--- config.mk ---
export PLATFORM = sky130hd
export DESIGN_NAME = gpio_pin_config_switch_matrix
export DESIGN_NICKNAME = d
export VERILOG_FILES = /design/src/core/gpio_pkg.sv /design/src/core/filt_tick_if.sv /design/src/core/filter_clock_divider.sv /design/src/core/glitch_filter.sv /design/src/core/gpio_pin_config_switch_matrix.sv
export VERILOG_INCLUDE_DIRS = /design/src /design/src/core
export SDC_FILE = /design/constraint.sdc
export NUM_CORES = 2
export LEC_CHECK = 0
export BUFFER_PORTS_ARGS = -buffer_cell sky130_fd_sc_hd__buf_2
export CORE_MARGIN = 4
export CORE_UTILIZATION = 55
export CTS_CLUSTER_DIAMETER = 30
export CTS_CLUSTER_SIZE = 12
export DETAILED_ROUTE_END_ITERATION = 6
export PLACE_DENSITY_LB_ADDON = 0.12
export SYNTH_ARGS = -nofsm -noshare
export SYNTH_HDL_FRONTEND = slang
export SYNTH_HIERARCHICAL = 1
export SYNTH_SLANG_ARGS = --single-unit
--- constraint.sdc ---
create_clock -name clk -period 2.9 [get_ports clk]
set_input_delay 0.435 -clock clk [delete_from_list [all_inputs] [get_ports clk]]
set_output_delay 0.435 -clock clk [all_outputs]
set_load 0.05 [all_outputs]
--- src/core/gpio_map.svh ---
// Register offsets, reset values and fixed pin numbers of the GPIO block
`ifndef GPIO_MAP_SVH
`define GPIO_MAP_SVH
`define GP_OUT      12'h000
`define GP_MASK     12'h004
`define GP_MPORT    12'h008
`define GP_SET      12'h00c
`define GP_CLR      12'h010
`define GP_NOT      12'h014
`define GP_DIR      12'h018
`define GP_DIRSET   12'h01c
`define GP_DIRCLR   12'h020
`define GP_DIRNOT   12'h024
`define GP_PIN      12'h028
`define GP_GPEN     12'h02c
`define GP_FIXEN    12'h030
`define GP_ANA      12'h034
`define GP_FDIV     12'h038
`define GP_MOV_BASE 5'h02
`define GP_TSEL_BASE 6'h06
`define GP_CFG_BASE 5'h01
`define GPEN_RST    32'hffff_ffd3
`define FIXEN_RST   32'h0000_002c
`define FDIV_RST    32'h0000_0000
`define TSEL_RST    2'h3
`define MOV_NONE    8'hff
`define OD_PIN_A    5'h0a
`define OD_PIN_B    5'h0b
`define RESP_OKAY   2'h0
`define RESP_SLVERR 2'h2
`endif

--- src/core/gpio_pkg.sv ---
// Types shared by the GPIO block modules
package gpio_pkg;
	typedef struct packed {
		logic [1:0] i2c;
		logic [1:0] fclk;
		logic [1:0] fsamp;
		logic       hys;
		logic       inv;
		logic       rep;
		logic       od;
		logic       pd;
		logic       pu;
	} pin_cfg_s;
	typedef logic [31:0][1:0] pin2_t;
endpackage

--- src/core/filt_tick_if.sv ---
// Divided filter clock ticks from the divider to the input filter
`timescale 1ns/100ps
interface filt_tick_if;
	logic [3:0] tick;
	modport div (output tick);
	modport filt (input tick);
endinterface

--- src/core/filter_clock_divider.sv ---
// Four programmable dividers giving one-cycle filter sample ticks
`timescale 1ns/100ps
module filter_clock_divider
	import gpio_pkg::*;
(
	input  wire logic        clk,
	input  wire logic        sys_rst,
	input  wire logic [31:0] fdiv,
	filt_tick_if.div         fi
);
	typedef struct packed {
		logic [3:0][7:0] cnt;
		logic [3:0]      tick;
	} div_s;
	div_s st_q;
	div_s st_d;

	always_comb
	begin
		st_d = st_q;
		for (int k = 0; k < 4; k++)
		begin
			st_d.tick[k] = (st_q.cnt[k] == fdiv[8*k +: 8]);
			st_d.cnt[k] = st_d.tick[k] ? 8'h00 : st_q.cnt[k] + 8'h01;
		end
	end

	always_ff @(posedge clk)
	begin
		if (sys_rst)
			st_q <= '0;
		else
			st_q <= st_d;
	end

	assign fi.tick = st_q.tick;
endmodule

--- src/core/glitch_filter.sv ---
// Per-pin glitch filter: a level passes after N stable sample ticks
`timescale 1ns/100ps
module glitch_filter
	import gpio_pkg::*;
(
	input  wire logic [31:0] raw,
	input  wire logic        clk,
	input  wire logic        sys_rst,
	input  wire pin2_t       samp,
	input  wire pin2_t       csel,
	filt_tick_if.filt        fi,
	output logic      [31:0] filt
);
	typedef struct packed {
		logic [31:0][1:0] cnt;
		logic [31:0]      q;
	} flt_s;
	flt_s st_q;
	flt_s st_d;

	always_comb
	begin
		st_d = st_q;
		for (int p = 0; p < 32; p++)
		begin
			if (samp[p] == 2'h0)
			begin
				st_d.q[p] = raw[p];
				st_d.cnt[p] = 2'h0;
			end
			else if (raw[p] == st_q.q[p])
				st_d.cnt[p] = 2'h0;
			else if (fi.tick[csel[p]])
			begin
				// Level differs: count stable samples before accepting it
				if (st_q.cnt[p] + 2'h1 == samp[p])
				begin
					st_d.q[p] = raw[p];
					st_d.cnt[p] = 2'h0;
				end
				else
					st_d.cnt[p] = st_q.cnt[p] + 2'h1;
			end
		end
	end

	always_ff @(posedge clk)
	begin
		if (sys_rst)
			st_q <= '0;
		else
			st_q <= st_d;
	end

	assign filt = st_q.q;
endmodule

--- src/core/gpio_pin_config_switch_matrix.sv ---
// GPIO port, per-pin configuration and pin function router with AXI4-Lite access
//
// Design decisions made here: the register addresses and register access over AXI4-Lite.
`timescale 1ns/100ps
`include "gpio_map.svh"
// Operation
// - Any unclaimed pin switches between input and output by a direction bit.
// - One write drives several outputs high or low, touching only selected bits.
// - Whole port output value is written in one access.
// - Masked, set-only and clear-only writes act across the whole port.
// - Direction bits have set, clear and toggle writes per pin.
// - Reset: all pins inputs with pull-up, except two open-drain pins.
// - Reset routes port function to pins, except debug and reset pins.
// - Register reads respond one cycle after the address; writes respond two cycles after address and data.
// - Each port bit is tied to one pin, only enabled or disabled.
// - Each pin except the two open-drain pins has independent pull-up and pull-down enables.
// - Pseudo open-drain: output only pulls low, otherwise released.
// - Input filter with selectable constant and filter clock, bypassable.
// - Per-pin inversion of the sampled input.
// - Repeater keeps the pin weakly at its last level via pulls.
// - Per-pin hysteresis enable.
// - Open-drain pins select plain, standard/fast I2C or fast-plus I2C driver.
// - Analog mode disconnects the pin's digital input and output.
// - Movable functions go to any pin.
// - Timer functions pick one of 2 or 3 candidate pins by a field.
// - Fixed functions only enable or disable; disabled frees pin for movables.
module gpio_pin_config_switch_matrix
	import gpio_pkg::*;
(
	input  wire logic              clk,
	input  wire logic              sys_rst,
	input  wire logic [11:0]       s_axi_awaddr,
	input  wire logic              s_axi_awvalid,
	output logic                   s_axi_awready,
	input  wire logic [31:0]       s_axi_wdata,
	input  wire logic [3:0]        s_axi_wstrb,
	input  wire logic              s_axi_wvalid,
	output logic                   s_axi_wready,
	output logic [1:0]             s_axi_bresp,
	output logic                   s_axi_bvalid,
	input  wire logic              s_axi_bready,
	input  wire logic [11:0]       s_axi_araddr,
	input  wire logic              s_axi_arvalid,
	output logic                   s_axi_arready,
	output logic [31:0]            s_axi_rdata,
	output logic [1:0]             s_axi_rresp,
	output logic                   s_axi_rvalid,
	input  wire logic              s_axi_rready,
	input  wire logic [31:0]       pad_in,
	output logic [31:0]            pad_out,
	output logic [31:0]            pad_oe,
	output logic [31:0]            pad_pu,
	output logic [31:0]            pad_pd,
	output logic [31:0]            pad_hys,
	output logic [31:0]            pad_ana,
	output logic [31:0]            fix_en,
	output logic [3:0]             od_i2c_mode,
	input  wire logic [7:0]        mov_out,
	input  wire logic [7:0]        mov_oe,
	output logic [7:0]             mov_in,
	input  wire logic [3:0]        tmr_out,
	input  wire logic [3:0]        tmr_oe,
	output logic [3:0]             tmr_in
);
	typedef struct packed {
		logic [31:0]         out;
		logic [31:0]         mask;
		logic [31:0]         dir;
		logic [31:0]         gpen;
		logic [31:0]         fixen;
		logic [31:0]         ana;
		logic [31:0]         fdiv;
		pin_cfg_s [31:0]     cfg;
		logic [7:0][7:0]     mov;
		logic [3:0][1:0]     tsel;
		logic [31:0]         s1;
		logic [31:0]         s2;
		logic [31:0]         s3;
		logic [31:0]         lvl;
		logic                aw_have;
		logic [11:0]         aw_addr;
		logic                w_have;
		logic [31:0]         wdata;
		logic [3:0]          wstrb;
		logic                awready;
		logic                wready;
		logic                bvalid;
		logic [1:0]          bresp;
		logic                arready;
		logic                rvalid;
		logic [1:0]          rresp;
		logic [31:0]         rdata;
		logic [31:0]         pad_out;
		logic [31:0]         pad_oe;
		logic [31:0]         pad_pu;
		logic [31:0]         pad_pd;
		logic [31:0]         pad_hys;
		logic [3:0]          i2c;
		logic [7:0]          mov_in;
		logic [3:0]          tmr_in;
	} st_s;

	// -------------------------------------------------------------
	// Helpers
	// -------------------------------------------------------------
	function automatic logic hit(input logic [11:0] a, input logic [11:0] off);
		hit = (a[11:2] == off[11:2]);
	endfunction

	function automatic logic [31:0] merge(input logic [31:0] old, input logic [31:0] nw,
		input logic [31:0] m);
		merge = (old & ~m) | (nw & m);
	endfunction

	// Candidate pins of each timer function; bit 5 marks a connected choice
	function automatic logic [5:0] tmr_cand(input logic [1:0] k, input logic [1:0] sel);
		case ({k, sel})
			4'h0: tmr_cand = {1'b1, 5'h04};
			4'h1: tmr_cand = {1'b1, 5'h0c};
			4'h2: tmr_cand = {1'b1, 5'h14};
			4'h4: tmr_cand = {1'b1, 5'h06};
			4'h5: tmr_cand = {1'b1, 5'h0e};
			4'h8: tmr_cand = {1'b1, 5'h08};
			4'h9: tmr_cand = {1'b1, 5'h10};
			4'ha: tmr_cand = {1'b1, 5'h18};
			4'hc: tmr_cand = {1'b1, 5'h09};
			4'hd: tmr_cand = {1'b1, 5'h12};
			default: tmr_cand = 6'h00;
		endcase
	endfunction

	function automatic st_s st_reset();
		st_reset = '0;
		st_reset.gpen = `GPEN_RST;
		st_reset.fixen = `FIXEN_RST;
		st_reset.fdiv = `FDIV_RST;
		for (int p = 0; p < 32; p++)
			st_reset.cfg[p].pu = (p != `OD_PIN_A) && (p != `OD_PIN_B);
		for (int k = 0; k < 8; k++)
			st_reset.mov[k] = `MOV_NONE;
		for (int k = 0; k < 4; k++)
			st_reset.tsel[k] = `TSEL_RST;
		st_reset.awready = 1'b1;
		st_reset.wready = 1'b1;
		st_reset.arready = 1'b1;
	endfunction

	st_s          st_q;
	st_s          st_d;
	logic [31:0]  filt;
	logic [31:0]  pin_val;
	logic [31:0]  wm;
	logic [5:0]   tc;
	logic         o;
	logic         e;
	pin2_t        samp;
	pin2_t        csel;
	filt_tick_if  fti ();

	// -------------------------------------------------------------
	// Input filter and its sample clocks
	// -------------------------------------------------------------
	filter_clock_divider filter_clock_divider_i (
		.clk     (clk),
		.sys_rst (sys_rst),
		.fdiv    (st_q.fdiv),
		.fi      (fti)
	);

	glitch_filter glitch_filter_i (
		.raw     (st_q.lvl),
		.clk     (clk),
		.sys_rst (sys_rst),
		.samp    (samp),
		.csel    (csel),
		.fi      (fti),
		.filt    (filt)
	);

	always_comb
	begin
		for (int p = 0; p < 32; p++)
		begin
			samp[p] = st_q.cfg[p].fsamp;
			csel[p] = st_q.cfg[p].fclk;
			pin_val[p] = ~st_q.ana[p] & (filt[p] ^ st_q.cfg[p].inv);
		end
	end

	// -------------------------------------------------------------
	// Next state
	// -------------------------------------------------------------
	always_comb
	begin
		st_d = st_q;
		wm = {{8{st_q.wstrb[3]}}, {8{st_q.wstrb[2]}}, {8{st_q.wstrb[1]}}, {8{st_q.wstrb[0]}}};
		tc = 6'h00;
		o = 1'b0;
		e = 1'b0;

		// Pin synchroniser: a change counts once stages two and three agree
		st_d.s1 = pad_in;
		st_d.s2 = st_q.s1;
		st_d.s3 = st_q.s2;
		st_d.lvl = (st_q.s2 & st_q.s3) | (st_q.lvl & (st_q.s2 ^ st_q.s3));

		// Write channel: address and data taken in either order
		if (s_axi_awvalid && st_q.awready)
		begin
			st_d.aw_have = 1'b1;
			st_d.aw_addr = s_axi_awaddr;
			st_d.awready = 1'b0;
		end
		if (s_axi_wvalid && st_q.wready)
		begin
			st_d.w_have = 1'b1;
			st_d.wdata = s_axi_wdata;
			st_d.wstrb = s_axi_wstrb;
			st_d.wready = 1'b0;
		end
		if (st_q.aw_have && st_q.w_have && !st_q.bvalid)
		begin
			st_d.aw_have = 1'b0;
			st_d.w_have = 1'b0;
			st_d.bvalid = 1'b1;
			st_d.bresp = `RESP_OKAY;
			if (hit(st_q.aw_addr, `GP_OUT))
				st_d.out = merge(st_q.out, st_q.wdata, wm);
			else if (hit(st_q.aw_addr, `GP_MASK))
				st_d.mask = merge(st_q.mask, st_q.wdata, wm);
			else if (hit(st_q.aw_addr, `GP_MPORT))
				st_d.out = merge(st_q.out, st_q.wdata, wm & ~st_q.mask);
			else if (hit(st_q.aw_addr, `GP_SET))
				st_d.out = st_q.out | (st_q.wdata & wm);
			else if (hit(st_q.aw_addr, `GP_CLR))
				st_d.out = st_q.out & ~(st_q.wdata & wm);
			else if (hit(st_q.aw_addr, `GP_NOT))
				st_d.out = st_q.out ^ (st_q.wdata & wm);
			else if (hit(st_q.aw_addr, `GP_DIR))
				st_d.dir = merge(st_q.dir, st_q.wdata, wm);
			else if (hit(st_q.aw_addr, `GP_DIRSET))
				st_d.dir = st_q.dir | (st_q.wdata & wm);
			else if (hit(st_q.aw_addr, `GP_DIRCLR))
				st_d.dir = st_q.dir & ~(st_q.wdata & wm);
			else if (hit(st_q.aw_addr, `GP_DIRNOT))
				st_d.dir = st_q.dir ^ (st_q.wdata & wm);
			else if (hit(st_q.aw_addr, `GP_PIN))
				st_d.bresp = `RESP_OKAY;
			else if (hit(st_q.aw_addr, `GP_GPEN))
				st_d.gpen = merge(st_q.gpen, st_q.wdata, wm);
			else if (hit(st_q.aw_addr, `GP_FIXEN))
				st_d.fixen = merge(st_q.fixen, st_q.wdata, wm);
			else if (hit(st_q.aw_addr, `GP_ANA))
				st_d.ana = merge(st_q.ana, st_q.wdata, wm);
			else if (hit(st_q.aw_addr, `GP_FDIV))
				st_d.fdiv = merge(st_q.fdiv, st_q.wdata, wm);
			else if (st_q.aw_addr[11:5] == {2'h0, `GP_MOV_BASE})
			begin
				if (st_q.wstrb[0])
					st_d.mov[st_q.aw_addr[4:2]] = st_q.wdata[7:0];
			end
			else if (st_q.aw_addr[11:4] == {2'h0, `GP_TSEL_BASE})
			begin
				if (st_q.wstrb[0])
					st_d.tsel[st_q.aw_addr[3:2]] = st_q.wdata[1:0];
			end
			else if (st_q.aw_addr[11:7] == `GP_CFG_BASE)
				st_d.cfg[st_q.aw_addr[6:2]] = (st_q.cfg[st_q.aw_addr[6:2]] & ~wm[11:0])
					| (st_q.wdata[11:0] & wm[11:0]);
			else
				st_d.bresp = `RESP_SLVERR;
		end
		if (st_q.bvalid && s_axi_bready)
		begin
			st_d.bvalid = 1'b0;
			st_d.awready = 1'b1;
			st_d.wready = 1'b1;
		end

		// Read channel: data one cycle after the address is taken
		if (s_axi_arvalid && st_q.arready)
		begin
			st_d.arready = 1'b0;
			st_d.rvalid = 1'b1;
			st_d.rresp = `RESP_OKAY;
			st_d.rdata = 32'h0000_0000;
			if (hit(s_axi_araddr, `GP_OUT))
				st_d.rdata = st_q.out;
			else if (hit(s_axi_araddr, `GP_MASK))
				st_d.rdata = st_q.mask;
			else if (hit(s_axi_araddr, `GP_MPORT))
				st_d.rdata = pin_val & ~st_q.mask;
			else if (hit(s_axi_araddr, `GP_SET))
				st_d.rdata = st_q.out;
			else if (hit(s_axi_araddr, `GP_DIR))
				st_d.rdata = st_q.dir;
			else if (hit(s_axi_araddr, `GP_PIN))
				st_d.rdata = pin_val;
			else if (hit(s_axi_araddr, `GP_GPEN))
				st_d.rdata = st_q.gpen;
			else if (hit(s_axi_araddr, `GP_FIXEN))
				st_d.rdata = st_q.fixen;
			else if (hit(s_axi_araddr, `GP_ANA))
				st_d.rdata = st_q.ana;
			else if (hit(s_axi_araddr, `GP_FDIV))
				st_d.rdata = st_q.fdiv;
			else if (s_axi_araddr[11:5] == {2'h0, `GP_MOV_BASE})
				st_d.rdata = {24'h0, st_q.mov[s_axi_araddr[4:2]]};
			else if (s_axi_araddr[11:4] == {2'h0, `GP_TSEL_BASE})
				st_d.rdata = {30'h0, st_q.tsel[s_axi_araddr[3:2]]};
			else if (s_axi_araddr[11:7] == `GP_CFG_BASE)
				st_d.rdata = {20'h0, st_q.cfg[s_axi_araddr[6:2]]};
			else if (!(hit(s_axi_araddr, `GP_CLR) || hit(s_axi_araddr, `GP_NOT)
				|| hit(s_axi_araddr, `GP_DIRSET) || hit(s_axi_araddr, `GP_DIRCLR)
				|| hit(s_axi_araddr, `GP_DIRNOT)))
				st_d.rresp = `RESP_SLVERR;
		end
		if (st_q.rvalid && s_axi_rready)
		begin
			st_d.rvalid = 1'b0;
			st_d.arready = 1'b1;
		end

		// Peripheral inputs follow the pin each function is routed to
		for (int k = 0; k < 8; k++)
			st_d.mov_in[k] = ~st_q.mov[k][7] & pin_val[st_q.mov[k][4:0]];
		for (int k = 0; k < 4; k++)
		begin
			tc = tmr_cand(2'(k), st_q.tsel[k]);
			st_d.tmr_in[k] = tc[5] & pin_val[tc[4:0]];
		end

		// -------------------------------------------------------------
		// Pad drive: analog, then fixed, then routed, then port function
		// -------------------------------------------------------------
		for (int p = 0; p < 32; p++)
		begin
			o = st_q.out[p];
			e = st_q.gpen[p] & st_q.dir[p];
			for (int k = 0; k < 4; k++)
			begin
				tc = tmr_cand(2'(k), st_q.tsel[k]);
				if (tc[5] && tc[4:0] == 5'(p))
				begin
					o = tmr_out[k];
					e = tmr_oe[k];
				end
			end
			for (int k = 0; k < 8; k++)
			begin
				if (!st_q.mov[k][7] && st_q.mov[k][4:0] == 5'(p))
				begin
					o = mov_out[k];
					e = mov_oe[k];
				end
			end
			if (st_q.fixen[p] || st_q.ana[p])
				e = 1'b0;
			if (st_q.cfg[p].od || p == `OD_PIN_A || p == `OD_PIN_B)
			begin
				e = e & ~o;
				o = 1'b0;
			end
			st_d.pad_out[p] = o;
			st_d.pad_oe[p] = e;
			st_d.pad_pu[p] = st_q.cfg[p].rep ? st_q.lvl[p] : st_q.cfg[p].pu;
			st_d.pad_pd[p] = st_q.cfg[p].rep ? ~st_q.lvl[p] : st_q.cfg[p].pd;
			if (st_q.ana[p] || p == `OD_PIN_A || p == `OD_PIN_B)
			begin
				st_d.pad_pu[p] = 1'b0;
				st_d.pad_pd[p] = 1'b0;
			end
			st_d.pad_hys[p] = st_q.cfg[p].hys;
		end
		st_d.i2c = {st_q.cfg[`OD_PIN_B].i2c, st_q.cfg[`OD_PIN_A].i2c};
	end

	always_ff @(posedge clk)
	begin
		if (sys_rst)
			st_q <= st_reset();
		else
			st_q <= st_d;
	end

	// -------------------------------------------------------------
	// Outputs
	// -------------------------------------------------------------
	assign s_axi_awready = st_q.awready;
	assign s_axi_wready = st_q.wready;
	assign s_axi_bvalid = st_q.bvalid;
	assign s_axi_bresp = st_q.bresp;
	assign s_axi_arready = st_q.arready;
	assign s_axi_rvalid = st_q.rvalid;
	assign s_axi_rresp = st_q.rresp;
	assign s_axi_rdata = st_q.rdata;
	assign pad_out = st_q.pad_out;
	assign pad_oe = st_q.pad_oe;
	assign pad_pu = st_q.pad_pu;
	assign pad_pd = st_q.pad_pd;
	assign pad_hys = st_q.pad_hys;
	assign pad_ana = st_q.ana;
	assign fix_en = st_q.fixen;
	assign od_i2c_mode = st_q.i2c;
	assign mov_in = st_q.mov_in;
	assign tmr_in = st_q.tmr_in;
endmodule

Word level (Yosys, flattened, before mapping)
Index checks and enable logic that the tools add are counted.
W data, S select, Z words.
- register bits after elaboration: 1207
- latch bits: 0
- memory bits (writable): 0
- bits in read-only memories: 0
- logic and storage cells: 3300
- memories kept: 0
- add/subtract/negate cells: 36
- multipliers: 0
- divide/modulo/power cells: 0
- magnitude comparators: 53
- eq/ne operators: 513
- shift-type cells: 0
- muxes and demuxes: 1214
- bitwise logic cells: 297
- reduce and logical (&&, ||, !) cells: 696
- operator list (kind ; number):
    $mux W1 ; 1062
    $eq A5 B5 Y1 const B ; 192
    $mux W32 ; 20
    $and A32 B32 Y32 ; 16
    $eq A5 B4 Y1 const B ; 96
    $logic_and A1 B1 Y1 ; 394
    $bwmux W384 ; 1
    $or A32 B32 Y32 ; 11
    $eq A5 B3 Y1 const B ; 48
    $eq A10 B4 Y1 const B ; 14
    $reduce_or A2 Y1 ; 67
    $mux W2 ; 66
    $not A32 Y32 ; 4
    $reduce_bool A2 Y1 ; 64
    $bmux W12 S5 ; 2
    $eq A5 B2 Y1 const B ; 24
    $not A1 Y1 ; 119
    $and A1 B1 Y1 ; 108
    $lt A2 B3 Y1 const B ; 34
    $reduce_and A3 Y1 ; 34
    $reduce_or A3 Y1 ; 32
    $xor A32 B32 Y32 ; 3
    $lt A5 B6 Y1 const B ; 14
    $eq A10 B3 Y1 const B ; 8
    49 further kinds ; 376

Longest topological paths before layout
- word-level depth: 19
- mapped depth: 13
- depth with buffers taken out: 9

Hierarchy
Netlist, hierarchy kept.
- by module, submodules not included (module ; instances ; cells each ; area an instance (µm²)):
    gpio_pin_config_switch_matrix ; 1 ; 7395 ; 62540.0
    glitch_filter ; 1 ; 1014 ; 8192.9
    filter_clock_divider ; 1 ; 192 ; 1920.6

Worst setup path before layout
Ideal clock, no wire load.
- path kind: input-to-reg
- start: input port s_axi_araddr[2]
- end: register st_q, in the netlist s_axi_rdata[1]
- library setup time: 0.135 ns
- data arrival time: 2.596 ns
- data required time: 2.765 ns
- path slack: 0.170 ns
- stages: 9
- path buffers: 4
- cell sequence: buf_2 buf_4 buf_4 buf_2 mux4_2 a221oi_1 a31oi_1 o311ai_0 o21ai_0
- word-level cells in the longest chain between the ends: 15
- elaborated cells between the ends (all ways): 29
- ends and longest elaborated chain (element ; line ; source):
    from (decl) ; gpio_pin_config_switch_matrix.sv:42 ; input wire logic [11:0] s_axi_araddr,
    $bmux W12 S5 ; gpio_pin_config_switch_matrix.sv:312 ; st_d.rdata = {20'h0, st_q.cfg[s_axi_araddr[6:2]]};
    $mux W12 (not written as such) ; gpio_pin_config_switch_matrix.sv:312 ;
    $mux W12 ; gpio_pin_config_switch_matrix.sv:311 ; else if (s_axi_araddr[11:7] == `GP_CFG_BASE)
    $mux W12 ; gpio_pin_config_switch_matrix.sv:309 ; else if (s_axi_araddr[11:4] == {2'h0, `GP_TSEL_BASE})
    $mux W12 ; gpio_pin_config_switch_matrix.sv:307 ; else if (s_axi_araddr[11:5] == {2'h0, `GP_MOV_BASE})
    $mux W32 ; gpio_pin_config_switch_matrix.sv:305 ; else if (hit(s_axi_araddr, `GP_FDIV))
    $mux W32 ; gpio_pin_config_switch_matrix.sv:303 ; else if (hit(s_axi_araddr, `GP_ANA))
    $mux W32 ; gpio_pin_config_switch_matrix.sv:301 ; else if (hit(s_axi_araddr, `GP_FIXEN))
    $mux W32 ; gpio_pin_config_switch_matrix.sv:299 ; else if (hit(s_axi_araddr, `GP_GPEN))
    $mux W32 ; gpio_pin_config_switch_matrix.sv:297 ; else if (hit(s_axi_araddr, `GP_PIN))
    $mux W32 ; gpio_pin_config_switch_matrix.sv:295 ; else if (hit(s_axi_araddr, `GP_DIR))
    $mux W32 ; gpio_pin_config_switch_matrix.sv:293 ; else if (hit(s_axi_araddr, `GP_SET))
    $mux W32 ; gpio_pin_config_switch_matrix.sv:291 ; else if (hit(s_axi_araddr, `GP_MPORT))
    $mux W32 ; gpio_pin_config_switch_matrix.sv:289 ; else if (hit(s_axi_araddr, `GP_MASK))
    $mux W32 (*) ; gpio_pin_config_switch_matrix.sv:287 ; if (hit(s_axi_araddr, `GP_OUT))
    to (signal assigned) ; gpio_pin_config_switch_matrix.sv:381 ; st_q <= st_reset();
    to (signal assigned) ; gpio_pin_config_switch_matrix.sv:383 ; st_q <= st_d;
    to (decl) ; gpio_pin_config_switch_matrix.sv:148 ; st_s st_q;
Every way passes the cells marked *; elsewhere a longest branch is shown, timed or not. The select of a mux whose other input is x is not followed.
A chain may end at the register's enable or synchronous reset.

Final worst setup path
- start: register st_q[256] (netlist name)
- end: register st_q, in the netlist samp[18]
- word-level cells in the longest chain between the ends: 5
- elaborated cells between the ends (all ways): 41
- ends and longest elaborated chain (element ; line ; source):
    $lt A5 B6 Y1 (not written as such), or another cell as far along ; gpio_pin_config_switch_matrix.sv:268 ; st_d.cfg[st_q.aw_addr[6:2]] = (st_q.cfg[st_q.aw_addr[6:2]] & ~wm[11:0])
    $logic_and A1 B1 Y1 (not written as such) / $mux W12 (equally long branches) ; gpio_pin_config_switch_matrix.sv:268 ;
    $mux W12 (not written as such) / $and A12 B12 Y12 (equally long branches) ; gpio_pin_config_switch_matrix.sv:268 ;
    $demux W12 S5 / $or A12 B12 Y12 (equally long branches) ; gpio_pin_config_switch_matrix.sv:268, gpio_pin_config_switch_matrix.sv:269 ;
    $bwmux W384 ; gpio_pin_config_switch_matrix.sv:268 ;
Parallel ways exist; a longest one is shown, timed or not. The select of a mux whose other input is x is not followed.

==> impl_results.md <==
- Hold/Removal Path Class: input port to flip-flop
- CTS Buffer Depth: 4
- Max_cap viols: 0
- Asr flop ratio synth: 0%
- Post-Place Setup Slack: -0.395 ns
- Worst rel slew slack: 13.1%
- Status: complete, but fails checks
- Synth area leader: dfxtp_1
- DRC Markers: 21
- RSZ-0062 raised after global routing: true
- Top FF cell, synth: dfxtp_1
- Initial Utilization: 55.3%
- Clk_lat worst skew: 0.95 ns
- Tightest Pin Transition: 1.27 ns
- CTS tree: done
- Ports: 404
- Initial antenna violation count: 42
- PwrDens: 589 nW/um^2
- Post-synthesis sequential area ratio: 33.0%
- Total Wirelength: 369 mm
- Die ar.: 138000 sq um
- Critical Path Fanout Max: 32
- Final setup violation count: 55
- Power Internal: 40100 uW
- Pins Over Slew Limit: 0
- Dpl hpwl: 270 mm
- Row Count: 133
- Share of cells above drive strength 1: 24.3%
- Synth cell count leaders: dfxtp_1 (1197), nand2_1 (1061), a21oi_1 (646)
- Failing checks: design-rule violations, negative setup slack
- Yosys top cell area share: 33.0%
- Final Instance Area: 90600 sq um
- Post-synth EDFFs: 0
- Peak VDD IR: 717 uV
- Power share of the sequential group: 31.6%
- Setup WS post-layout: -0.0736 ns
- Crit Path Category: flip-flop to flip-flop
- Slowest Stage Delay on Critical Path: 0.59 ns
- Largest net degree at the start of global routing: 168
- Lkg Pwr: 0.0339 uW
- Final Skew: 0.108 ns
- Psw: 13200 uW
- Crit path cell chain: buf_4, buf_12, mux4_2, mux4_2, o22a_1, o211ai_1, buf_12, o21ai_0
- WP data arrival: 3.74 ns
- Reg2Reg Setup Slack: -0.07 ns
- Antenna Nets Post-Route: 0
- Fin util: 69.0%
- CTS sink count: 1197
- Mapped Cells: 8601
- Die width: 371 um
- Min-delay src: mov_oe[7]
- Count leader, synth: dfxtp_1
- Yosys Warn Count: 6
- Core ar.: 131000 sq um
- Initial DRC Count: 13200
- Final period util: 103%
- Reg2Reg Capture Point: samp[18]
- Part of the power in the clock network: 61.9%
- All-Layer GR Usage: 51.7%
- Clock period minus worst slack: 2.97 ns
- Synth cell types: 96
- Reg2reg path depth: 8
- Detailed-route wire length per cell: 32.6 um
- Total power: 53300 uW
- Worst R2R Start: st_q[256]
- Startpoint Class: flip-flop
- Net Sw Frac: 24.7%
- GPL Wtd Cong: 1.12
- Final hold viol count: 0
- Critical Path RT: 3.67 ns
- Vias per std cell: 6.96
- #FFs+latches synth: 1197
- CTS buffer count: 292
- Cell Area, Placed: 79700 sq um
- Buffers on Ports: 391
- Syn avg cell area: 8.45 sq um
- Chip height: 371 um
- Worst hold path stage count: 3
- Gr ovfl total: 0
- Synth Cell Area: 72700 sq um
- First-pass DRT Iterations: 7
- Comb pwr share: 6.5%
- Clock transition at path regs: 0.05 ns
- Fmax: 336 MHz
- Root buf cell: clkbuf_16
- Crit end category: flip-flop
- First-pass GRT wire length: 520 mm
- Max H-tree Level: 5
- Synth top area cells: dfxtp_1 (33%), mux4_2 (9.2%), nand2_1 (5.5%), mux2i_1 (5.3%), a21oi_1 (4.5%)
- Fin nets: 9629
- Vias: 78900
- Layout area overhead: 24.7%
- Crit-path slowest cell: dfxtp_4
- Number of global-route vias before repair: 73800
- WHS Endpoint: pad_oe[23]
[kinds of logic after synthesis]
family	after synthesis	share of synthesized area, %
and+or+nand+nor	3165	21.4
adders and majority gates	169	2.91
other	1	0.00516
AOI/OAI and AO/OA	2086	17.8
muxes	723	15.2
xor gates and xnor gates	140	1.70
DFF	1197	33.0
buffers and inverters	1120	8.03
[worst max path at each step]
stage | from | endpoint | depth (start not counted)
2_1_floorplan | s_axi_araddr[2] | s_axi_rdata[1] | 9
5_1_grt | st_q[256] | samp[46] | 8
4_1_cts | st_q[256] | st_q[829] | 8
3_3_place_gp | s_axi_araddr[2] | s_axi_rdata[7] | 12
3_5_place_dp | s_axi_araddr[2] | s_axi_rdata[7] | 12
6_report | st_q[256] | samp[18] | 8
[cells in the final DEF, fill, tap and decap left out, types with 66 or more instances in the layout]
cell type and count:
mux2i_1 383, o211ai_1 135, o22ai_1 66, o21ai_1 262
nand3_1 527, nor3_1 172, a21oi_1 645, dfxtp_1 1191
nand2_1 1061, nor2b_1 184, clkbuf_16 297, nand2b_1 145
buf_4 865, inv_1 134, mux4_2 298, dlygate4sd3_1 84
ha_1 169, nand3b_1 74, o21ai_0 353, a211oi_1 93
buf_2 387, nor2_1 546, buf_12 76, xnor2_1 88
[power by group through the flow]
stage / registers, uW / clock network [uW] / logic, uW
2_1_floorplan: 17000 / 0 / 1930
3_3_place_gp: 17100 / 0 / 3130
3_5_place_dp: 17100 / 0 / 3170
4_1_cts: 16800 / 32900 / 3290
5_1_grt: 16800 / 33800 / 3540
6_report: 16800 / 33000 / 3480
[cell type report]
class,count,area (sq um)
fill,9799,40700
timing repair buffer,1416,10800
clock buffer,362,8060
clock inverter,147,1820
tap,1755,2200
sequential,1197,24000
multi-input combinational,6291,43100
antenna,35,87.6
inverter,139,529
[worst max-delay path, delay by kind of cell, from the launching register on]
family                 cells  cell delay [ns]
muxes                      2             1.09
AOI/OAI and AO/OA          3             0.53
buffers and inverters      3             0.61
DFF                        1             0.59
[stage by stage]
step	TNS [ns]	hold WS [ns]	cells
after floorplan	0	0.414	8608
after global placement	-3.69	0.416	10700
after detailed placement	-3.38	0.424	10700
after CTS	0	0.00170	11300
after global routing	-2.52	0.0163	11300
final	-1.37	0.0277	11300
[what timing repair did]
item | CTS | global route
buffers inserted | 1 | 1
hold endpoints to repair | 82 | 0
setup endpoints to repair | 35 | 109
pin swaps | 0 | 1
cloned | 0 | 0
gates resized for setup | 6 | 19
hold buffers | 84 | 0
[per-layer routing]
metal  GRT usage, %  routed length (um)  vias to the layer above  part of all wire (%)
li1               -                   -                    32600                     -
met1           62.8              127000                    37600                    35
met2           73.6              149000                     6810                    40
met3           19.4               55200                     1835                    15
met4           40.3               36900                       24                    10
met5          0.748                 420                        -                  0.11
No activity file was read; power rests on OpenSTA's default activity.
